File: src/rtl/lqta_pkg.sv
package lqta_pkg;
  // Register location and width
  localparam logic [4:0] LQTA_REG_ADDR = 5'h1e;
  localparam int LQTA_REG_W = 16;
  localparam logic [15:0] LQTA_REG_RESET = 16'h0000;
  // Field positions
  localparam int LQTA_SAMPLE_BIT = 13;
  localparam int LQTA_WSTROBE_BIT = 12;
  localparam int LQTA_PSEL_HI = 11;
  localparam int LQTA_PSEL_LO = 9;
  localparam int LQTA_BOUND_BIT = 8;
  localparam int LQTA_DATA_HI = 7;
  // Parameter encodings
  localparam logic [2:0] LQTA_P_EQ = 3'h0;
  localparam logic [2:0] LQTA_P_GAIN = 3'h1;
  localparam logic [2:0] LQTA_P_BLW = 3'h2;
  localparam logic [2:0] LQTA_P_FOFS = 3'h3;
  localparam logic [2:0] LQTA_P_FCTL = 3'h4;
  localparam int LQTA_NUM_PARAM = 5;
  // Threshold reset values: low bound minimum, high bound maximum (check disabled)
  localparam logic [7:0] LQTA_LO_RESET = 8'h00;
  localparam logic [7:0] LQTA_HI_RESET = 8'hff;
  localparam logic [7:0] LQTA_MIN = 8'h00;
  localparam logic [7:0] LQTA_MAX = 8'hff;
endpackage

File: src/rtl/lqta_regs.sv
`timescale 1ns/1ps
// Notes on behaviour
// - Threshold writes refused during power-down
// - Bits 15:14 ignore writes, read zero
// - Sample bit captures parameter, switches readback
// - Write strobe copies data into selected threshold
// - Write strobe self-clears, always reads zero
// - Select codes: equalizer, gain, wander, offset, control
// - One select drives sampling and threshold access
// - Bound bit picks low/high of ten thresholds
// - Sample clear: written data is threshold content
// - Sample clear: read returns stored threshold
// - Sample set: read returns sampled value
// - Sampled value held until new read sequence
// - Monitor active only with valid 100M link
// - Extreme threshold values disable that check
// - Crossing raises matching warning
module lqta_regs
  import lqta_pkg::*;
#(
  parameter int NUM_PARAM = LQTA_NUM_PARAM
) (
  // Clock and reset
  input wire logic clk_sys,
  input wire logic rst_n,
  input wire logic clk_en,
  // Register access
  input wire logic [4:0] reg_addr,
  input wire logic reg_wr,
  input wire logic reg_rd,
  input wire logic [15:0] reg_wdata,
  output logic [15:0] reg_rdata,
  // Device state
  input wire logic power_down,
  input wire logic link_100_valid,
  input wire logic monitor_enable,
  // Live adapted parameters, packed by index
  input wire logic [NUM_PARAM*8-1:0] param_live,
  // Monitor outputs
  output logic monitor_active,
  output logic [2*NUM_PARAM-1:0] warn_hit
);

  initial begin
    if (NUM_PARAM != LQTA_NUM_PARAM) begin
      $error("NUM_PARAM must equal the five documented parameters");
    end
  end

  logic sample_mode;
  logic [2:0] parameter_select;
  logic bound_select;
  logic [7:0] threshold_value_field;
  logic [7:0] sampled;
  logic [7:0] thr_lo [NUM_PARAM];
  logic [7:0] thr_hi [NUM_PARAM];
  logic next_sample_mode;
  logic [2:0] next_parameter_select;
  logic next_bound_select;
  logic [7:0] next_threshold_value_field;
  logic [7:0] next_sampled;
  logic [7:0] next_thr_lo [NUM_PARAM];
  logic [7:0] next_thr_hi [NUM_PARAM];
  logic reg_hit;
  logic threshold_write_strobe;
  logic sel_valid;
  logic [7:0] live_sel;
  logic [7:0] thr_sel;

  assign reg_hit = reg_addr == LQTA_REG_ADDR;
  assign sel_valid = parameter_select < 3'(NUM_PARAM);
  assign threshold_write_strobe = clk_en && reg_hit && reg_wr &&
    reg_wdata[LQTA_WSTROBE_BIT] && !power_down;

  // Parameter decode: equalizer, gain, wander, offset, control
  always_comb begin
    live_sel = 8'h00;
    case (reg_wdata[LQTA_PSEL_HI:LQTA_PSEL_LO])
      LQTA_P_EQ: live_sel = param_live[7:0];
      LQTA_P_GAIN: live_sel = param_live[15:8];
      LQTA_P_BLW: live_sel = param_live[23:16];
      LQTA_P_FOFS: live_sel = param_live[31:24];
      LQTA_P_FCTL: live_sel = param_live[39:32];
      default: live_sel = 8'h00;
    endcase
  end

  // Control fields
  always_comb begin
    next_sample_mode = sample_mode;
    next_parameter_select = parameter_select;
    next_bound_select = bound_select;
    next_threshold_value_field = threshold_value_field;
    next_sampled = sampled;
    if (clk_en && reg_hit && reg_wr) begin
      next_sample_mode = reg_wdata[LQTA_SAMPLE_BIT];
      next_parameter_select = reg_wdata[LQTA_PSEL_HI:LQTA_PSEL_LO];
      next_bound_select = reg_wdata[LQTA_BOUND_BIT];
      next_threshold_value_field = reg_wdata[LQTA_DATA_HI:0];
      if (reg_wdata[LQTA_SAMPLE_BIT]) begin
        next_sampled = live_sel;
      end
    end
  end

  always_ff @(posedge clk_sys) begin
    if (!rst_n) begin
      sample_mode <= 1'b0;
      parameter_select <= 3'h0;
      bound_select <= 1'b0;
      threshold_value_field <= 8'h00;
      sampled <= 8'h00;
    end else begin
      sample_mode <= next_sample_mode;
      parameter_select <= next_parameter_select;
      bound_select <= next_bound_select;
      threshold_value_field <= next_threshold_value_field;
      sampled <= next_sampled;
    end
  end

  // Threshold storage, ten entries
  generate
    for (genvar p = 0; p < NUM_PARAM; p++) begin : g_thr
      always_comb begin
        next_thr_lo[p] = thr_lo[p];
        next_thr_hi[p] = thr_hi[p];
        if (threshold_write_strobe &&
            reg_wdata[LQTA_PSEL_HI:LQTA_PSEL_LO] == 3'(p)) begin
          if (reg_wdata[LQTA_BOUND_BIT]) begin
            next_thr_hi[p] = reg_wdata[LQTA_DATA_HI:0];
          end else begin
            next_thr_lo[p] = reg_wdata[LQTA_DATA_HI:0];
          end
        end
      end
      always_ff @(posedge clk_sys) begin
        if (!rst_n) begin
          thr_lo[p] <= LQTA_LO_RESET;
          thr_hi[p] <= LQTA_HI_RESET;
        end else begin
          thr_lo[p] <= next_thr_lo[p];
          thr_hi[p] <= next_thr_hi[p];
        end
      end
      // Comparison, gated by link and enable; extremes disable a check
      assign warn_hit[2*p] = monitor_active && thr_lo[p] != LQTA_MIN &&
        param_live[p*8 +: 8] < thr_lo[p];
      assign warn_hit[2*p+1] = monitor_active && thr_hi[p] != LQTA_MAX &&
        param_live[p*8 +: 8] > thr_hi[p];
    end
  endgenerate

  assign monitor_active = monitor_enable && link_100_valid;

  // Read path
  assign thr_sel = !sel_valid ? 8'h00 :
    (bound_select ? thr_hi[parameter_select] : thr_lo[parameter_select]);
  always_comb begin
    reg_rdata = 16'h0000;
    reg_rdata[LQTA_SAMPLE_BIT] = sample_mode;
    reg_rdata[LQTA_PSEL_HI:LQTA_PSEL_LO] = parameter_select;
    reg_rdata[LQTA_BOUND_BIT] = bound_select;
    reg_rdata[LQTA_DATA_HI:0] = sample_mode ? sampled : thr_sel;
    if (!reg_hit) begin
      reg_rdata = 16'h0000;
    end
  end

  // Checks
  wr_blocked_a: assert property (@(posedge clk_sys) disable iff (!rst_n)
    reg_hit && reg_wr && clk_en && power_down |=> $stable(thr_lo[0]) && $stable(thr_hi[0]))
    else $error("threshold changed during power-down");
  resv_zero_a: assert property (@(posedge clk_sys) disable iff (!rst_n)
    reg_rdata[15:14] == 2'b00 && reg_rdata[LQTA_WSTROBE_BIT] == 1'b0)
    else $error("reserved or strobe bit read nonzero");
  sample_cap_a: assert property (@(posedge clk_sys) disable iff (!rst_n)
    clk_en && reg_hit && reg_wr && reg_wdata[LQTA_SAMPLE_BIT] &&
    reg_wdata[LQTA_PSEL_HI:LQTA_PSEL_LO] == LQTA_P_GAIN
    |=> sampled == $past(param_live[15:8]))
    else $error("sampled gain not returned");
  thr_write_a: assert property (@(posedge clk_sys) disable iff (!rst_n)
    threshold_write_strobe && reg_wdata[11:8] == 4'h1
    |=> thr_hi[0] == $past(reg_wdata[7:0]))
    else $error("threshold write lost");
  thr_read_a: assert property (@(posedge clk_sys) disable iff (!rst_n)
    reg_hit && !sample_mode && parameter_select == LQTA_P_FCTL && !bound_select
    |-> reg_rdata[7:0] == thr_lo[4])
    else $error("threshold readback wrong");
  sample_hold_a: assert property (@(posedge clk_sys) disable iff (!rst_n)
    reg_hit && sample_mode && !(reg_wr && clk_en) |=> $stable(sampled))
    else $error("sample changed without new read");
  mon_gate_a: assert property (@(posedge clk_sys) disable iff (!rst_n)
    !link_100_valid |-> warn_hit == '0)
    else $error("warning without link");
  max_off_a: assert property (@(posedge clk_sys) disable iff (!rst_n)
    thr_hi[2] == LQTA_MAX |-> !warn_hit[5])
    else $error("disabled check fired");

  // Write gating and refusal
  strobe_gate_a: assert property (@(posedge clk_sys) disable iff (!rst_n)
    threshold_write_strobe |-> clk_en && reg_hit && reg_wr && !power_down)
    else $error("threshold write strobe without a qualified write");

  pd_hold_a: assert property (@(posedge clk_sys) disable iff (!rst_n)
    power_down |=> $stable(thr_lo[4]) && $stable(thr_hi[4]))
    else $error("frequency control threshold changed during power-down");

  resv_write_a: assert property (@(posedge clk_sys) disable iff (!rst_n)
    clk_en && reg_hit && reg_wr && reg_wdata[15:14] != 2'b00 |=> reg_rdata[15:14] == 2'b00)
    else $error("reserved bits kept written value");

  off_addr_a: assert property (@(posedge clk_sys) disable iff (!rst_n)
    !reg_hit |-> reg_rdata == 16'h0000)
    else $error("read data driven for another address");

  // Sampling of live parameters
  sample_mode_a: assert property (@(posedge clk_sys) disable iff (!rst_n)
    clk_en && reg_hit && reg_wr |=> sample_mode == $past(reg_wdata[LQTA_SAMPLE_BIT]))
    else $error("sample mode not taken from write");

  sample_eq_a: assert property (@(posedge clk_sys) disable iff (!rst_n)
    clk_en && reg_hit && reg_wr && reg_wdata[LQTA_SAMPLE_BIT] &&
    reg_wdata[LQTA_PSEL_HI:LQTA_PSEL_LO] == LQTA_P_EQ
    |=> sampled == $past(param_live[7:0]))
    else $error("sampled equalizer value wrong");

  sample_blw_a: assert property (@(posedge clk_sys) disable iff (!rst_n)
    clk_en && reg_hit && reg_wr && reg_wdata[LQTA_SAMPLE_BIT] &&
    reg_wdata[LQTA_PSEL_HI:LQTA_PSEL_LO] == LQTA_P_BLW
    |=> sampled == $past(param_live[23:16]))
    else $error("sampled wander value wrong");

  sample_fofs_a: assert property (@(posedge clk_sys) disable iff (!rst_n)
    clk_en && reg_hit && reg_wr && reg_wdata[LQTA_SAMPLE_BIT] &&
    reg_wdata[LQTA_PSEL_HI:LQTA_PSEL_LO] == LQTA_P_FOFS
    |=> sampled == $past(param_live[31:24]))
    else $error("sampled offset value wrong");

  sample_fctl_a: assert property (@(posedge clk_sys) disable iff (!rst_n)
    clk_en && reg_hit && reg_wr && reg_wdata[LQTA_SAMPLE_BIT] &&
    reg_wdata[LQTA_PSEL_HI:LQTA_PSEL_LO] == LQTA_P_FCTL
    |=> sampled == $past(param_live[39:32]))
    else $error("sampled control value wrong");

  // Threshold addressing
  thr_write_lo_a: assert property (@(posedge clk_sys) disable iff (!rst_n)
    threshold_write_strobe && reg_wdata[11:8] == 4'h8
    |=> thr_lo[4] == $past(reg_wdata[7:0]))
    else $error("low control threshold write lost");

  thr_write_mid_a: assert property (@(posedge clk_sys) disable iff (!rst_n)
    threshold_write_strobe && reg_wdata[11:8] == 4'h5
    |=> thr_hi[2] == $past(reg_wdata[7:0]))
    else $error("high wander threshold write lost");

  sel_echo_a: assert property (@(posedge clk_sys) disable iff (!rst_n)
    reg_hit |-> reg_rdata[11:9] == parameter_select && reg_rdata[8] == bound_select)
    else $error("select fields not returned");

  psel_store_a: assert property (@(posedge clk_sys) disable iff (!rst_n)
    clk_en && reg_hit && reg_wr |=> parameter_select == $past(reg_wdata[11:9]))
    else $error("parameter select not stored");

  field_store_a: assert property (@(posedge clk_sys) disable iff (!rst_n)
    clk_en && reg_hit && reg_wr |=> threshold_value_field == $past(reg_wdata[7:0]))
    else $error("data field not stored");

  bad_sel_a: assert property (@(posedge clk_sys) disable iff (!rst_n)
    reg_hit && !sample_mode && parameter_select > LQTA_P_FCTL |-> reg_rdata[7:0] == 8'h00)
    else $error("unused select returned data");

  // Readback of the sampled value
  samp_read_a: assert property (@(posedge clk_sys) disable iff (!rst_n)
    reg_hit && sample_mode |-> reg_rdata[7:0] == sampled)
    else $error("sampled value not returned");

  read_quiet_a: assert property (@(posedge clk_sys) disable iff (!rst_n)
    reg_rd && !reg_wr |=> $stable(sampled) && $stable(sample_mode))
    else $error("read disturbed the sample");

  frozen_a: assert property (@(posedge clk_sys) disable iff (!rst_n)
    !clk_en |=> $stable(sampled) && $stable(thr_lo[1]) && $stable(thr_hi[1]))
    else $error("state changed with clock enable low");

  // Monitor gating and warnings
  no_enable_a: assert property (@(posedge clk_sys) disable iff (!rst_n)
    !monitor_enable |-> warn_hit == '0)
    else $error("warning while monitor disabled");

  min_off_a: assert property (@(posedge clk_sys) disable iff (!rst_n)
    thr_lo[1] == LQTA_MIN |-> !warn_hit[2])
    else $error("disabled low check fired");

  lo_warn_a: assert property (@(posedge clk_sys) disable iff (!rst_n)
    monitor_active && thr_lo[3] != LQTA_MIN && param_live[31:24] < thr_lo[3] |-> warn_hit[6])
    else $error("low offset warning missing");

  hi_warn_a: assert property (@(posedge clk_sys) disable iff (!rst_n)
    monitor_active && thr_hi[0] != LQTA_MAX && param_live[7:0] > thr_hi[0] |-> warn_hit[1])
    else $error("high equalizer warning missing");

  wr_cover_c: cover property (@(posedge clk_sys) threshold_write_strobe);
  samp_cover_c: cover property (@(posedge clk_sys) sample_mode && reg_hit);
  pd_cover_c: cover property (@(posedge clk_sys) reg_hit && reg_wr && power_down);
  lo_cover_c: cover property (@(posedge clk_sys) warn_hit[0]);
  hi_cover_c: cover property (@(posedge clk_sys) warn_hit[1]);
endmodule

File: config.mk
export PLATFORM = sky130hd
export DESIGN_NAME = lqta_regs
export DESIGN_NICKNAME = d
export VERILOG_FILES = /design/src/rtl/lqta_pkg.sv /design/src/rtl/lqta_regs.sv
export SDC_FILE = /design/constraint.sdc
export NUM_CORES = 1
export LEC_CHECK = 0
export ABC_AREA = 1
export BUFFER_PORTS_ARGS = -buffer_cell sky130_fd_sc_hd__clkbuf_2
export CAP_MARGIN = 10
export CORE_MARGIN = 1
export CORE_UTILIZATION = 49
export DETAILED_ROUTE_END_ITERATION = 12
export PLACE_DENSITY_LB_ADDON = 0.25
export SLEW_MARGIN = 20
export SYNTH_ARGS = -nofsm -noshare
export SYNTH_HDL_FRONTEND = slang
export SYNTH_SLANG_ARGS = --single-unit
File: constraint.sdc
create_clock -name clk_sys -period 1.8 [get_ports clk_sys]
set_input_delay 0.18 -clock clk_sys [delete_from_list [all_inputs] [get_ports clk_sys]]
set_output_delay 0.18 -clock clk_sys [all_outputs]
set_load 0.02 [all_outputs]
Yosys cells after proc, flatten, opt, wreduce, memory -nomap -nowiden
Memories as Yosys holds them, arrays and structs flattened. A register that Yosys moved wholly into a read port is not among the register bits. Cells that the tools add are included. W data, S select, Z words.

Register bits after elaboration: 13. RAM bits: 80. Bits of input ports: 69. Output and inout bits: 27. Word-level logic and storage cells: 116. Memories kept: 2.

$lt $le $gt $ge: 11. Equal/unequal tests: 10. Multiplexer cells: 41. Bitwise gates (word level): 10. Reductions and logical operators: 38.

Memory list: thr_hi (words 5, bits a word 8, read ports 6, clocked after Yosys merged registers in 1, wr ports 5, line lqta_regs.sv:56) `logic [7:0] thr_hi [NUM_PARAM];`; thr_lo (words 5, bits a word 8, read ports 6, clocked after Yosys merged registers in 1, wr ports 5, line lqta_regs.sv:55) `logic [7:0] thr_lo [NUM_PARAM];`.

Operators with widths (number): $mux W8 (33); $gt A8 B8 Y1 (5); $lt A8 B8 Y1 (5); $ne A8 B8 Y1 const B (5); $pmux W8 S5 (1); $reduce_bool A8 Y1 (5); $logic_and A1 B1 Y1 (30); $mux W14 (1); $mux W3 (4); $or A1 B1 Y1 (10); $eq A3 B2 Y1 const B (2); $eq A5 B5 Y1 const B (1); $eq A3 B1 Y1 const B (1); $eq A3 B3 Y1 const B (1); $logic_not A3 Y1 (1); $lt A3 B3 Y1 const B (1); $mux W1 (2); $reduce_and A2 Y1 (1); $logic_not A1 Y1 (1).

Depth between registers and ports, before layout
Word-level depth: 8. Gate-level depth with buffers: 10. Mapped depth without buffers: 9.

Least setup slack after synthesis
No wires, ideal clock.

Path type: reg2out. Start point: memory thr_lo[2][5]. End point: output warn_hit[4]. Data arrival time: 1336 ps. Data required time: 1620 ps. Setup slack: 284 ps. Cell stages (with the launch flop): 8. Path buffers: 0. Cell sequence: dfxtp_1 > inv_1 > ha_1 > a21oi_1 > nor2_1 > a211oi_1 > nand2_1 > nor2_1.

RTL lines: start: declaration (line lqta_regs.sv:55); end: declaration (line lqta_regs.sv:41) `output logic [2*NUM_PARAM-1:0] warn_hit`.

==> impl_metrics.py <==
metrics = {
    "grt": {
        "overflow": 0,
        "grt_pass1_wl_um": 38700,
        "grt_pass1_vias": 7311,
        "antenna_found_initial": 0,
        "grt_max_degree": 81,
        "grt_usage_pct": 34.7,
    },
    "detailed_routing": {
        "routedWlPerCell_um": 19.1,
        "drt-total-wl_um": 27300,
        "drtIter0Drc": 1267,
        "dr_total_vias": 8492,
        "drt-pass1-iter-count": 6,
        "ant_nets": 0,
        "routed_via_density": 5.96,
        "remaining_drc_errors": 0,
    },
    "synth": {
        "synth_edf_count": 0,
        "synth-seq-area-share_pct": 26.9,
        "synth-seq-cells": 96,
        "yosysWarnings": 0,
        "synth.distinct_cells": 27,
        "synth_ff_type": "dfxtp_1",
        "async_reset_ff_share_pct": 0,
        "syn_inst": 1107,
        "netlist_area_um2": 7140,
        "synth.avg_cell_area_um2": 6.45,
    },
    "critical_path": {
        "cp_slowest_stage_delay_ns": 0.34,
        "worstSetupEndpointType": "output pin",
        "crit_type": "flip-flop to output pin",
        "cp_cell_sequence": "inv_1 -> ha_1 -> nand2_1 -> nor2_2 -> nand4_1 -> nand3_2 -> a31oi_4 -> clkbuf_8",
        "worstPathArrival_ns": 1.79,
        "crit_fanout": 3,
        "cp.buffers_inverters": 2,
        "start_kind": "flip-flop",
        "cp_top_family": "flip-flops",
        "cpMaxStageDelayCell": "dfxtp_2",
        "cp.required_ns": 1.62,
    },
    "placement": {
        "portBuffers": 89,
        "place_hpwl_um": 18500,
        "gp_congestion": 0.946,
    },
    "floorplanning": {
        "die_w_um": 123,
        "start_util_pct": 50.8,
        "die_y_um": 123,
        "core_area_um2": 14000,
        "fp-row-count": 43,
        "die_area_um2": 15100,
        "io_pins": 96,
    },
    "sta": {
        "slew_viol_final": 0,
        "finClkSkew_ns": 0.00124,
        "fin_crit_sh_pct": 110,
        "setup_viol": 17,
        "relSlewSlack_pct": 60.2,
        "min_period_ns": 1.97,
        "final_hold_viol_count": 0,
        "timing.setup.tns_ns": -1.50,
        "rsz0062_at_grt": "true",
        "max_slew.worst_pin.slew_ns": 0.596,
        "fmax_mhz": 507,
        "worst_slack_ns": -0.173,
    },
    "final_layout": {
        "drive_above_1_share_pct": 35.5,
        "nNetsFinal": 1385,
        "fill_cells": 1186,
        "synthToLayoutAreaGrowth_pct": 35.0,
        "seq_area_um2": 2020,
        "multiInputGateArea_um2": 5280,
        "diodes": 0,
        "fin_util_pct": 68.6,
    },
    "hold_path": {
        "hold_path.class": "primary input to flip-flop",
    },
    "pwr": {
        "power_mw": 4.68,
        "vdd_drop_max_mv": 0.380,
        "p_per_area_nw_per_um2": 485,
        "leakagePower_nw": 4.52,
    },
    "clock_tree": {
        "clk-insertion-delay-late_ns": 0.35,
        "numCtsBuffers": 9,
        "clk_pin_slew_ns": 0.07,
        "clock_path_buffers": 2,
        "cts_sinks": 96,
        "clockRootBuffer": "clkbuf_16",
        "htreeDepth": 3,
        "cts_tree": "done",
    },
    "status": {
        "violations": "setup timing",
        "status": "finished, violations left",
    },
    "run": {
        "drv_cap": 0,
    },
}
==> cell usage after synthesis (3+ instances only) <==
| cell | number | area share, % |
|---|---|---|
| o21ai_0 | 32 | 2.2 |
| nor3_1 | 7 | 0.49 |
| inv_1 | 122 | 6.4 |
| ha_1 | 75 | 13 |
| clkinv_1 | 4 | 0.21 |
| clkbuf_1 | 22 | 1.2 |
| nand4_1 | 35 | 3.1 |
| buf_6 | 11 | 1.7 |
| buf_1 | 7 | 0.37 |
| nor2_4 | 7 | 1.1 |
| nand3_1 | 184 | 13 |
| buf_2 | 13 | 0.91 |
| inv_2 | 4 | 0.21 |
| nand2_1 | 273 | 14 |
| a31oi_1 | 3 | 0.26 |
| buf_4 | 3 | 0.32 |
| nor2_1 | 91 | 4.8 |
| dfxtp_1 | 96 | 27 |
| a21oi_1 | 88 | 6.2 |
| o211ai_1 | 17 | 1.8 |
| a211oi_1 | 7 | 0.74 |
==> layout by cell type, fill, tap and decap left out, drive strengths merged <==
master    netlist  routed
o211ai         17      17
nand4          36      36
nand3         184     184
o21ai          33      33
nor2           99      99
a211oi          7       7
inv           126     129
ha             75      75
a31oi           3       3
dfxtp          96      96
clkinv          4       4
o21bai          1       1
clkinvlp        0       1
conb            1       3
clkbuf         22      89
buf            34      98
nor3            7       7
nand2         274     274
a21oi          88      88
==> power by group <==
group / switching [mW] / internal (mW)
logic: 0.479 / 0.269
registers: 0.00216 / 2.12
clock network: 0.879 / 0.931
==> flip-flops by register name, summed over array words and instances, names as in the netlist, named ones only <==
signal / flops
sample_mode: 1
thr_lo: 40
bound_select: 1
sampled: 8
parameter_select: 3
thr_hi: 40
==> path summary, 6_finish.rpt <==
kind,startpoint,to,slack [ns],cells after the start
setup / recovery,thr_hi[3][5]$_SDFFE_PN1P_,warn_hit[7],-0.17,8
hold reg to reg,sample_mode$_SDFFE_PN0P_,sample_mode$_SDFFE_PN0P_,0.46,2
setup reg to reg,bound_select$_SDFFE_PN0P_,bound_select$_SDFFE_PN0P_,0.89,3
hold / removal,reg_wdata[13],sample_mode$_SDFFE_PN0P_,0.22,3
==> worst register-to-register path, stage by stage, from the launching register on <==
cell	delay, ns
dfxtp_1	0.32
buf_4	0.18
clkinv_2	0.18
a21oi_1	0.16
==> metrics by stage <==
stage | hold WS, ns | setup slack (ns) | std cells | instance area (um^2)
2_1_floorplan | 0.334 | 0.284 | 1109 | 7150
3_3_place_gp | 0.439 | 0.171 | 1368 | 7920
3_5_place_dp | 0.443 | 0.182 | 1368 | 7920
4_1_cts | 0.216 | -0.132 | 1410 | 9130
5_1_grt | 0.239 | -0.231 | 1424 | 9640
6_report | 0.222 | -0.173 | 1424 | 9640
==> repair_timing <==
action / in CTS / in global routing
hold buffers: 0 / 0
pin swaps: 60 / 48
resized for setup: 195 / 119
cloned: 0 / 4
setup buffers: 28 / 10
setup endpoints to repair: 18 / 18
==> cell type report <==
| cell class | instances | area share [%] |
|---|---|---|
| flip-flops and latches | 96 | 20.9 |
| inverters | 130 | 5.34 |
| well taps | 180 | 2.34 |
| clock buffers | 10 | 2.38 |
| clock inverters | 4 | 0.312 |
| multi-input cells | 827 | 54.8 |
| repair buffers | 177 | 13.9 |
==> per-layer routing <==
metal  vias up  global-route usage, %  share of wire [%]
li1       3957                      -                  -
met2       556                   52.0                 43
met3       120                   7.34                 11
met1      3859                   47.6                 41
met4         0                   15.1                4.5
met5         -                      0                  0
==> kinds of logic after synthesis <==
family	Yosys count	synth area share [%]
AND/OR/NAND/NOR	600	37.2
buffers and inverters	186	11.3
AO/OA/AOI/OAI	149	11.4
flip-flops	96	26.9
adder cells (fa/ha/maj)	75	13.1
other	1	0.0525
Power figures use the tool's default switching activity.
